[src/design/ifr_regs.svh]
`ifndef IFR_REGS_SVH
`define IFR_REGS_SVH

// ----------------------------------------
// register offsets (byte addresses)
// ----------------------------------------
`define IFR_OFS_SECOND 8'h00
`define IFR_OFS_THIRD  8'h04
`define IFR_OFS_FOURTH 8'h08

// ----------------------------------------
// implemented-bit masks and reset values
// ----------------------------------------
`define IFR_MASK_SECOND 16'hdfff
`define IFR_MASK_THIRD  16'ha7ff
`define IFR_MASK_FOURTH 16'h00f7
`define IFR_RST_FLAGS   16'h0000

// ----------------------------------------
// decode and lane constants
// ----------------------------------------
`define IFR_OFS_W      8
`define IFR_IDX_W      2
`define IFR_IDX_SECOND 2'h0
`define IFR_IDX_THIRD  2'h1
`define IFR_IDX_FOURTH 2'h2
`define IFR_IDX_NONE   2'h3
`define IFR_NUM_REGS   3
`define IFR_LANE_LO    0
`define IFR_LANE_HI    1
`define IFR_RD_PAD     16'h0000
`define IFR_RD_NONE    32'h0000_0000

`endif

[src/design/ifr_pkg.sv]
package ifr_pkg;

	// ----------------------------------------
	// classic wishbone request from the master
	// ----------------------------------------
	typedef struct packed {
		logic        cyc;
		logic        stb;
		logic        we;
		logic [3:0]  sel;
		logic [31:0] adr;
		logic [31:0] dat;
	} ifr_wb_req_t;

	// ----------------------------------------
	// flag layouts, msb first
	// ----------------------------------------
	typedef struct packed {
		logic timer_six_pending;
		logic dma_ch_four_done_pending;
		logic rsvd_13;
		logic out_compare_eight_pending;
		logic out_compare_seven_pending;
		logic out_compare_six_pending;
		logic out_compare_five_pending;
		logic in_capture_six_pending;
		logic in_capture_five_pending;
		logic in_capture_four_pending;
		logic in_capture_three_pending;
		logic dma_ch_three_done_pending;
		logic can_one_event_pending;
		logic can_one_rx_ready_pending;
		logic spi_two_event_pending;
		logic spi_two_error_pending;
	} ifr_second_t;

	typedef struct packed {
		logic       pwm_fault_a_pending;
		logic       rsvd_14;
		logic       dma_ch_five_done_pending;
		logic [1:0] rsvd_12_11;
		logic       quad_encoder_event_pending;
		logic       pwm_error_pending;
		logic       can_two_event_pending;
		logic       can_two_rx_ready_pending;
		logic       ext_irq_four_pending;
		logic       ext_irq_three_pending;
		logic       timer_nine_pending;
		logic       timer_eight_pending;
		logic       i2c_two_master_pending;
		logic       i2c_two_slave_pending;
		logic       timer_seven_pending;
	} ifr_third_t;

	typedef struct packed {
		logic [7:0] rsvd_15_8;
		logic       can_two_tx_request_pending;
		logic       can_one_tx_request_pending;
		logic       dma_ch_seven_done_pending;
		logic       dma_ch_six_done_pending;
		logic       rsvd_3;
		logic       uart_two_error_pending;
		logic       uart_one_error_pending;
		logic       pwm_fault_b_pending;
	} ifr_fourth_t;

endpackage : ifr_pkg

[src/design/ifr_flags.sv]
`timescale 1ns/10ps
`include "ifr_regs.svh"

module ifr_flags
	import ifr_pkg::*;
#(
	parameter int ADR_W = 8
) (
	input  wire logic        mclk,
	input  wire logic        sys_rst,
	input  wire ifr_wb_req_t wb_req,
	output logic             wb_ack_o,
	output logic [31:0]      wb_dat_o,
	input  wire ifr_second_t ev_second,
	input  wire ifr_third_t  ev_third,
	input  wire ifr_fourth_t ev_fourth,
	output ifr_second_t      irq_flags_second,
	output ifr_third_t       irq_flags_third,
	output ifr_fourth_t      irq_flags_fourth
);

	// ----------------------------------------
	// elaboration checks
	// ----------------------------------------
	if (ADR_W < `IFR_OFS_W || ADR_W > 32) begin : g_bad_adr_w
		$error("ADR_W must lie between 8 and 32");
	end

	// ----------------------------------------
	// address decode
	// ----------------------------------------
	logic [`IFR_IDX_W-1:0] idx;
	logic                  upper_zero;
	logic                  req_take;
	logic                  wr_fire;
	logic                  ack_q;
	logic [31:0]           dat_q;

	// alias decode: address bits 8 to ADR_W-1 must be zero, no mirroring below ADR_W
	always_comb begin
		upper_zero = 1'b1;
		for (int b = `IFR_OFS_W; b < ADR_W; b++) begin
			if (wb_req.adr[b]) begin
				upper_zero = 1'b0;
			end
		end
	end

	always_comb begin
		if (!upper_zero) begin
			idx = `IFR_IDX_NONE;
		end else if (wb_req.adr[`IFR_OFS_W-1:0] == `IFR_OFS_SECOND) begin
			idx = `IFR_IDX_SECOND;
		end else if (wb_req.adr[`IFR_OFS_W-1:0] == `IFR_OFS_THIRD) begin
			idx = `IFR_IDX_THIRD;
		end else if (wb_req.adr[`IFR_OFS_W-1:0] == `IFR_OFS_FOURTH) begin
			idx = `IFR_IDX_FOURTH;
		end else begin
			idx = `IFR_IDX_NONE;
		end
	end

	// ----------------------------------------
	// bus handshake
	// ----------------------------------------
	// ack one cycle after the request; never two acks back to back
	assign req_take = wb_req.cyc && wb_req.stb && !ack_q;
	// write lands on the edge where the master samples ack
	assign wr_fire  = wb_req.cyc && wb_req.stb && wb_req.we && ack_q;

	always_ff @(posedge mclk) begin
		if (sys_rst) begin
			ack_q <= 1'b0;
		end else begin
			ack_q <= req_take;
		end
	end

	// ----------------------------------------
	// flag storage
	// ----------------------------------------
	logic [15:0] flags_q [`IFR_NUM_REGS];
	logic [15:0] ev_vec  [`IFR_NUM_REGS];
	logic [15:0] mask    [`IFR_NUM_REGS];

	assign ev_vec[0] = ev_second;
	assign ev_vec[1] = ev_third;
	assign ev_vec[2] = ev_fourth;
	// masks keep every source bit; holes never store
	assign mask[0]   = `IFR_MASK_SECOND;
	assign mask[1]   = `IFR_MASK_THIRD;
	assign mask[2]   = `IFR_MASK_FOURTH;

	for (genvar i = 0; i < `IFR_NUM_REGS; i++) begin : g_reg
		logic        hit;
		logic [15:0] sw_val;

		assign hit = wr_fire && (idx == `IFR_IDX_W'(i));

		// byte lanes the master did not select keep their flags
		always_comb begin
			sw_val = flags_q[i];
			if (hit && wb_req.sel[`IFR_LANE_LO]) begin
				sw_val[7:0] = wb_req.dat[7:0];
			end
			if (hit && wb_req.sel[`IFR_LANE_HI]) begin
				sw_val[15:8] = wb_req.dat[15:8];
			end
		end

		// event ors in after the write so a set beats a same-cycle clear
		always_ff @(posedge mclk) begin
			if (sys_rst) begin
				flags_q[i] <= `IFR_RST_FLAGS;
			end else begin
				flags_q[i] <= (sw_val | ev_vec[i]) & mask[i];
			end
		end
	end

	// ----------------------------------------
	// read data
	// ----------------------------------------
	// captured at request time; unmapped reads answer zero, writes drop
	always_ff @(posedge mclk) begin
		if (sys_rst) begin
			dat_q <= `IFR_RD_NONE;
		end else if (req_take && !wb_req.we) begin
			if (idx == `IFR_IDX_NONE) begin
				dat_q <= `IFR_RD_NONE;
			end else begin
				dat_q <= {`IFR_RD_PAD, flags_q[idx]};
			end
		end
	end

	assign wb_ack_o         = ack_q;
	assign wb_dat_o         = dat_q;
	assign irq_flags_second = flags_q[0];
	assign irq_flags_third  = flags_q[1];
	assign irq_flags_fourth = flags_q[2];
endmodule : ifr_flags

[config.mk]
export PLATFORM = sky130hd
export DESIGN_NAME = ifr_flags
export DESIGN_NICKNAME = d
export VERILOG_FILES = /design/src/design/ifr_pkg.sv /design/src/design/ifr_flags.sv
export VERILOG_INCLUDE_DIRS = /design/src /design/src/design
export SDC_FILE = /design/constraint.sdc
export NUM_CORES = 1
export LEC_CHECK = 0
export BUFFER_PORTS_ARGS = -buffer_cell sky130_fd_sc_hd__buf_2
export CAP_MARGIN = 20
export CORE_ASPECT_RATIO = 0.5
export CORE_MARGIN = 4
export CORE_UTILIZATION = 42
export DETAILED_ROUTE_END_ITERATION = 12
export PLACE_DENSITY = 0.94
export SYNTH_ARGS = -nofsm -noshare
export SYNTH_HDL_FRONTEND = slang
export SYNTH_SLANG_ARGS = --single-unit
export TNS_END_PERCENT = 10
[constraint.sdc]
create_clock -name mclk -period 3.5 [get_ports mclk]
set_input_delay 0.35 -clock mclk [delete_from_list [all_inputs] [get_ports mclk]]
set_output_delay 0.35 -clock mclk [all_outputs]
set_load 0.02 [all_outputs]
# After elaboration in Yosys (flattened, before gate mapping)
# Memories as Yosys holds them, arrays and structs flattened.
# Index checks and enable logic that the tools add are counted.
# W data, S select, Z words.
dict set report totals {
  mem_bits_rw 48
  reg_bits 33
  in_bits 121
  mem_count 1
}
# name words word_bits rd rd_clocked_by_memory_dff wr line_no
set mem_list {}
lappend mem_list {flags_q 3 16 4 0 3 ifr_flags.sv:82} ;# logic [15:0] flags_q [`IFR_NUM_REGS];
dict set report op_classes {
  n_bitwise 6
  eq_ne 5
  n_reduce_logical 17
  mux 15
}
# op n
set op_table {}
lappend op_table {{$mux W16} 4}
lappend op_table {{$mux W8} 5}
lappend op_table {{$or A16 B16 Y16} 2}
lappend op_table {{$logic_and A1 B1 Y1} 13}
lappend op_table {{$eq A8 B3 Y1 const B} 1}
lappend op_table {{$eq A8 B4 Y1 const B} 1}
lappend op_table {{$logic_not A8 Y1} 1}
lappend op_table {{$or A8 B8 Y8} 1}
lappend op_table {{$eq A2 B2 Y1 const B} 2}
lappend op_table {{$mux W1} 4}
lappend op_table {{$mux W2} 2}
lappend op_table {{$or A1 B1 Y1} 3}
lappend op_table {{$eq A2 B1 Y1 const B} 1}
lappend op_table {{$logic_not A1 Y1} 2}
lappend op_table {{$logic_not A2 Y1} 1}

# Depth between registers and ports, before layout
# Gate-level depths: netlist of run 1.
dict set report depth {
  ltp_word 10
  ltp_mapped 6
}

# Worst setup path after synthesis of run 1
# Ideal clock, no wire load.
dict set report synth_timing {
  path_type {input to register}
  startpoint {input wb_req[37] (netlist bit)}
  endpoint {memory flags_q[2][0]}
  path_stages 6
  path_slack_ns 1.498
  setup_ns 0.086
  arrival_time_ns 1.916
  cell_sequence {or4_4 > or4_1 > clkbuf_1 > or2_0 > clkbuf_2 > a211oi_1}
}
# element line_no
set synth_rtl {}
lappend synth_rtl {{start: declaration} ifr_flags.sv:11} ;# input wire ifr_wb_req_t wb_req,
lappend synth_rtl {{end: declaration} ifr_flags.sv:82}

==> results of run 1 <==
[cell usage after synthesis, drive strengths merged]
| cell type | instances |
|---|---|
| and4 | 1 |
| a22oi | 6 |
| nand4bb | 1 |
| a211oi | 35 |
| nor2b | 1 |
| or3 | 2 |
| dfxtp | 52 |
| nor4 | 10 |
| and2 | 1 |
| clkbuf | 13 |
| a31oi | 1 |
| nor4b | 1 |
| o2bb2ai | 11 |
| or4 | 4 |
| a21oi | 4 |
| nand4 | 5 |
| buf | 31 |
| nand3 | 4 |
| nor3 | 30 |
| or2 | 1 |
| nor2 | 42 |
| conb | 1 |
| nand2 | 7 |
| mux2i | 12 |
[cell families (layout without fill, tap and decap cells)]
kind of cell / after synthesis / count (layout) / synth area share (%)
other cells: 1 / 29 / 0.155
mux: 12 / 12 / 4.97
buf+inv: 44 / 128 / 11.5
simple gates: 110 / 110 / 22.4
flops: 52 / 52 / 43.1
compound gates: 57 / 57 / 17.8
[power groups by stage]
stage / registers [mW] / clock network (mW) / logic (mW)
6_report: 0.644 / 0.583 / 0.212
2_1_floorplan: 0.690 / 0 / 0.109
4_1_cts: 0.644 / 0.588 / 0.211
5_1_grt: 0.648 / 0.617 / 0.230
3_5_place_dp: 0.657 / 0 / 0.210
3_3_place_gp: 0.656 / 0 / 0.205
[layout make-up]
cell class | count | area [um^2] | area share [%]
multi-input combinational | 208 | 1200 | 38.4
sequential | 52 | 1040 | 33.3
timing repair buffer | 120 | 608 | 19.5
clock buffer | 7 | 153 | 4.89
tap | 73 | 91.3 | 2.92
clock inverter | 1 | 30.0 | 0.961
[flip-flops by register name, indices dropped and copies added (netlist names)]
signal and count:
flags_q 35, wb_dat_o 16, wb_ack_o 1
[worst min-delay path by stage]
stage                              startpoint  depth (start not counted)                        end  slack, ps
finish                             wb_req[69]                          3        wb_ack_o$_SDFF_PP0_        340
global route                       wb_req[69]                          3        wb_ack_o$_SDFF_PP0_        340
CTS                                wb_req[69]                          3        wb_ack_o$_SDFF_PP0_        340
detailed placement  wb_dat_o[11]$_SDFFE_PP0P_                          2  wb_dat_o[11]$_SDFFE_PP0P_        450
global placement    wb_dat_o[12]$_SDFFE_PP0P_                          2  wb_dat_o[12]$_SDFFE_PP0P_        440
floorplan                          wb_req[69]                          2        wb_ack_o$_SDFF_PP0_        490
[critical path, cell delays in order]
cell and delay, ps:
buf_2 110, or4_4 540, or4_1 730, or2_0 480
a211oi_1 250
[through the flow]
step | total power, mW | setup WS, ps
6_report | 1.44 | 1230
5_1_grt | 1.50 | 1130
4_1_cts | 1.44 | 1240
3_5_place_dp | 0.867 | 937
3_3_place_gp | 0.861 | 959
2_1_floorplan | 0.799 | 1500
[per-layer routing]
layer,global-route usage (%),up-vias
li1,-,1188
met1,21.7,1169
met2,33.9,105
met3,5.20,22
met4,8.03,0
met5,0,-
==> flow_summary.toml, run 1 <==
[status]
status = "finished, final reports clean"

[floorplanning]
ioPinCount = 202
die_w_um = 115
start_util_pct = 43.8
placementRows = 19
die_height_um = 61.6
dieArea_um2 = 7100
core_um2 = 5520

[critical_path]
arrival_ps = 2460
start_kind = "input pin"
cp-end-kind = "register"
required_ps = 3690
endpoint = "flags_q[2][2]$_SDFF_PP0_"
startpoint = "wb_req[37]"
rr_startpoint = "wb_ack_o$_SDFF_PP0_"
rr_worst_depth = 4
r2r-end = "flags_q[2][2]$_SDFF_PP0_"
regToRegSetupSlack_ps = 1720
critPathKind = "input pin to register"
worstPathMaxFanout = 14

[clocking]
cts_buffers = 5
cts_tree = "built"
path_clk_slew_ps = 60
cts_root_buf = "clkbuf_16"
cts_resized = 0
clock_latency_ps = 290
htree_levels = 2
cts_setup_buffers = 0
clock_sinks = 52
cts_buffer_depth = 2
postCtsHoldBufs = 0

[sta]
fin_hold_ws_ps = 340
setup_tns_ps = 0
relSlewSlack_pct = 29.2
clock_skew_ps = 5.09
max_slew.worst_pin.slew_ps = 1050
finalCritPeriodShare_pct = 64.9
hold_viol_final = 0
setup_viol = 0
period_minus_slack_ps = 2270
rsz0062_at_grt = "no"
final-max-slew-violation-count = 0
max_freq_ghz = 0.441

[drt]
wl_met1_um = 2560
drtPass1Iterations = 4
wl_met3_um = 573
ant_nets = 0
wl_per_cell_um = 15.0
wl_um = 6920
routed.top_layer = "met4"
vias = 2484
drc = 0
dr_wl_met2_um = 3560
vias_per_cell = 5.39
drt_iter0_drc = 113

[power_and_ir_drop]
p_int_mw = 1.07
power.density_nw_per_um2 = 461
ir_drop_mv = 0.182
netSwitchingPower_uw = 367
pwr-share-clk_pct = 40.5
switching_share_pct = 25.5
pwr-share-comb_pct = 14.7
p_seq_share_pct = 44.8
p_leak_nw = 1.44

[grt]
track_usage_pct = 18.8
grt_max_degree = 50
grt-ovfl-total = 0
antenna_found_initial = 0
grt_pass1_vias = 2277
grt_pass1_wl_um = 10500

[final_layout]
final_common_cell = "buf_2"
antennaDiodeCount = 0
fin_area_um2 = 3120
utilization_pct = 56.6
layout_common_cells = "buf_2 (117), dfxtp_1 (52), nor2_1 (42), a211oi_1 (35), nor3_1 (30)"
area_growth_pct = 29.4
n_fill_cell = 489
drive_gt1_share_pct = 33.2
fin_nets = 508
stdcell_count = 461

[synthesis]
yosysTopAreaCell = "dfxtp_1"
synth_warnings = 0
synthesis.area_um2 = 2410
ys_seq_elements = 52
synth.top_cell.area_share_pct = 43.1
synth_area_leaders = "dfxtp_1 (43%), a211oi_1 (11%), buf_4 (9.0%), nor2_1 (6.5%), nor3_1 (6.2%)"
synthCells = 276
synth_cell_types = 27
syn_avg_cell_area_um2 = 8.75
ys_seq_area_share_pct = 43.1

[placement]
placed_cell_area_um2 = 2940
numPlacedInstances = 453
hpwlAfterDp_um = 5320
gp_congestion = 0.808
port_buffers = 117

[run]
maxCapViolations = 0

[min_path]
min_path_type = "input pin to register"
Power figures use the tool's default switching activity.
==> run 2, diff against run 1 <==
--- a/config.mk
+++ b/config.mk
@@ -10,9 +10,9 @@
 export CAP_MARGIN = 20
 export CORE_ASPECT_RATIO = 0.5
 export CORE_MARGIN = 4
-export CORE_UTILIZATION = 42
+export CORE_UTILIZATION = 35
 export DETAILED_ROUTE_END_ITERATION = 12
-export PLACE_DENSITY = 0.94
+export PLACE_DENSITY = 0.84
 export SYNTH_ARGS = -nofsm -noshare
 export SYNTH_HDL_FRONTEND = slang
 export SYNTH_SLANG_ARGS = --single-unit
==> constraint.sdc (replaced) <==
create_clock -name mclk -period 1.9 [get_ports mclk]
set_input_delay 0.19 -clock mclk [delete_from_list [all_inputs] [get_ports mclk]]
set_output_delay 0.19 -clock mclk [all_outputs]
set_load 0.02 [all_outputs]
==> flow_summary.toml, run 2 (synthesis gave the netlist of run 1 again) <==
[grt]
antenna_found_initial = 0
grt-ovfl-total = 0
grt_max_degree = 35
track_usage_pct = 16.4
grt_pass1_vias = 2318
grt_pass1_wl_um = 11100

[status]
status = "finished, final reports clean"

[power_and_ir_drop]
p_int_mw = 1.98
p_seq_share_pct = 44.7
pwr-share-clk_pct = 40.4
netSwitchingPower_uw = 679
p_leak_nw = 1.49
ir_drop_mv = 0.439
pwr-share-comb_pct = 14.9
switching_share_pct = 25.5
power.density_nw_per_um2 = 822

[clocking]
postCtsHoldBufs = 0
clock_latency_ps = 280
htree_levels = 2
cts_tree = "built"
path_clk_slew_ps = 60
cts_buffers = 5
cts_buffer_depth = 2
cts_root_buf = "clkbuf_16"
clock_sinks = 52

[sta]
finalCritPeriodShare_pct = 98.8
max_freq_ghz = 0.533
period_minus_slack_ps = 1880
rsz0062_at_grt = "no"
relSlewSlack_pct = 59.0
hold_viol_final = 0
setup_viol = 0
clock_skew_ps = 3.77
max_slew.worst_pin.slew_ps = 610
final-max-slew-violation-count = 0
setup_tns_ps = 0

[critical_path]
cp-end-kind = "register"
required_ps = 2070
worstPathMaxFanout = 7
rr_worst_depth = 4
critPathKind = "input pin to register"
arrival_ps = 2050
start_kind = "input pin"

[final_layout]
stdcell_count = 491
layout_common_cells = "buf_2 (117), dfxtp_1 (52), nor2_1 (42), a211oi_1 (35), nor3_1 (30)"
antennaDiodeCount = 0
fin_nets = 519
n_fill_cell = 630
area_growth_pct = 33.8
top_register = "flags_q"
drive_gt1_share_pct = 35.1
largest_reg_flops = 35
final_common_cell = "buf_2"

[drt]
drc = 0
vias = 2500
wl_um = 7300
vias_per_cell = 5.09
drtPass1Iterations = 4
drt_iter0_drc = 154
wl_per_cell_um = 14.9
ant_nets = 0

[run]
maxCapViolations = 0

[floorplanning]
core_um2 = 6700
dieArea_um2 = 8370
start_util_pct = 36.0
die_w_um = 125
ioPinCount = 202
placementRows = 21
die_height_um = 66.7

[min_path]
min_path_type = "input pin to register"
hold-path-cell-count = 3

[placement]
port_buffers = 117
gp_congestion = 0.777
numPlacedInstances = 481
hpwlAfterDp_um = 5520
-- run 2: area by class of cell --
class	count	area (um^2)	area share [%]
Clock buffer	7	153	4.73
Clock inverter	1	30.0	0.930
Multi-Input combinational cell	208	1200	37.2
Sequential cell	52	1040	32.2
Tap cell	92	115	3.56
Timing Repair Buffer	131	691	21.4
-- run 2: power groups by stage --
stage	clock (mW)	combinational (mW)	sequential, mW
2_1_floorplan	0	0.201	1.27
3_3_place_gp	0	0.384	1.21
3_5_place_dp	0	0.391	1.21
4_1_cts	1.08	0.394	1.19
5_1_grt	1.13	0.427	1.19
6_report	1.07	0.396	1.19
-- run 2: timing repair --
| item | 4_1_cts | 5_1_grt |
|---|---|---|
| endpoints found under the setup margin | 1 | 3 |
| gates resized for setup | 1 | 0 |
| hold endpoints to repair | 0 | 0 |
| pin swaps | 0 | 1 |
| cloned | 0 | 0 |
| setup buffers | 0 | 2 |
-- run 2: worst paths after layout --
check,slack (ps),from,end
max,20,wb_req[37],flags_q[2][1]$_SDFF_PP0_
min,190,wb_req[69],wb_ack_o$_SDFF_PP0_
min reg2reg,440,wb_dat_o[13]$_SDFFE_PP0P_,wb_dat_o[13]$_SDFFE_PP0P_
max reg2reg,300,wb_ack_o$_SDFF_PP0_,flags_q[2][1]$_SDFF_PP0_
-- run 2: through the flow --
stage	power (mW)	setup slack, ps	area, um^2	utilization [%]	hold WS, ps
floorplan	1.47	58.4	2520	-	333
global placement	1.59	-197	3030	45.3	437
detailed placement	1.60	-232	3030	45.3	443
CTS	2.66	56.8	3220	48.0	190
global route	2.75	2.03	3230	48.2	212
finish	2.66	23.7	3230	48.2	193
-- run 2: worst max-delay path, stage by stage --
cell and delay, ps:
buf_2 100, or4_4 540, or4_1 500, or2_1 380
a211oi_1 330
-- run 2: per-layer routing --
layer | track usage, % | wire [um] | vias up
met5 | 0 | 0 | -
met4 | 6.08 | 172 | 0
met3 | 2.64 | 347 | 14
met2 | 30.1 | 3790 | 86
met1 | 19.7 | 2990 | 1187
li1 | - | - | 1213
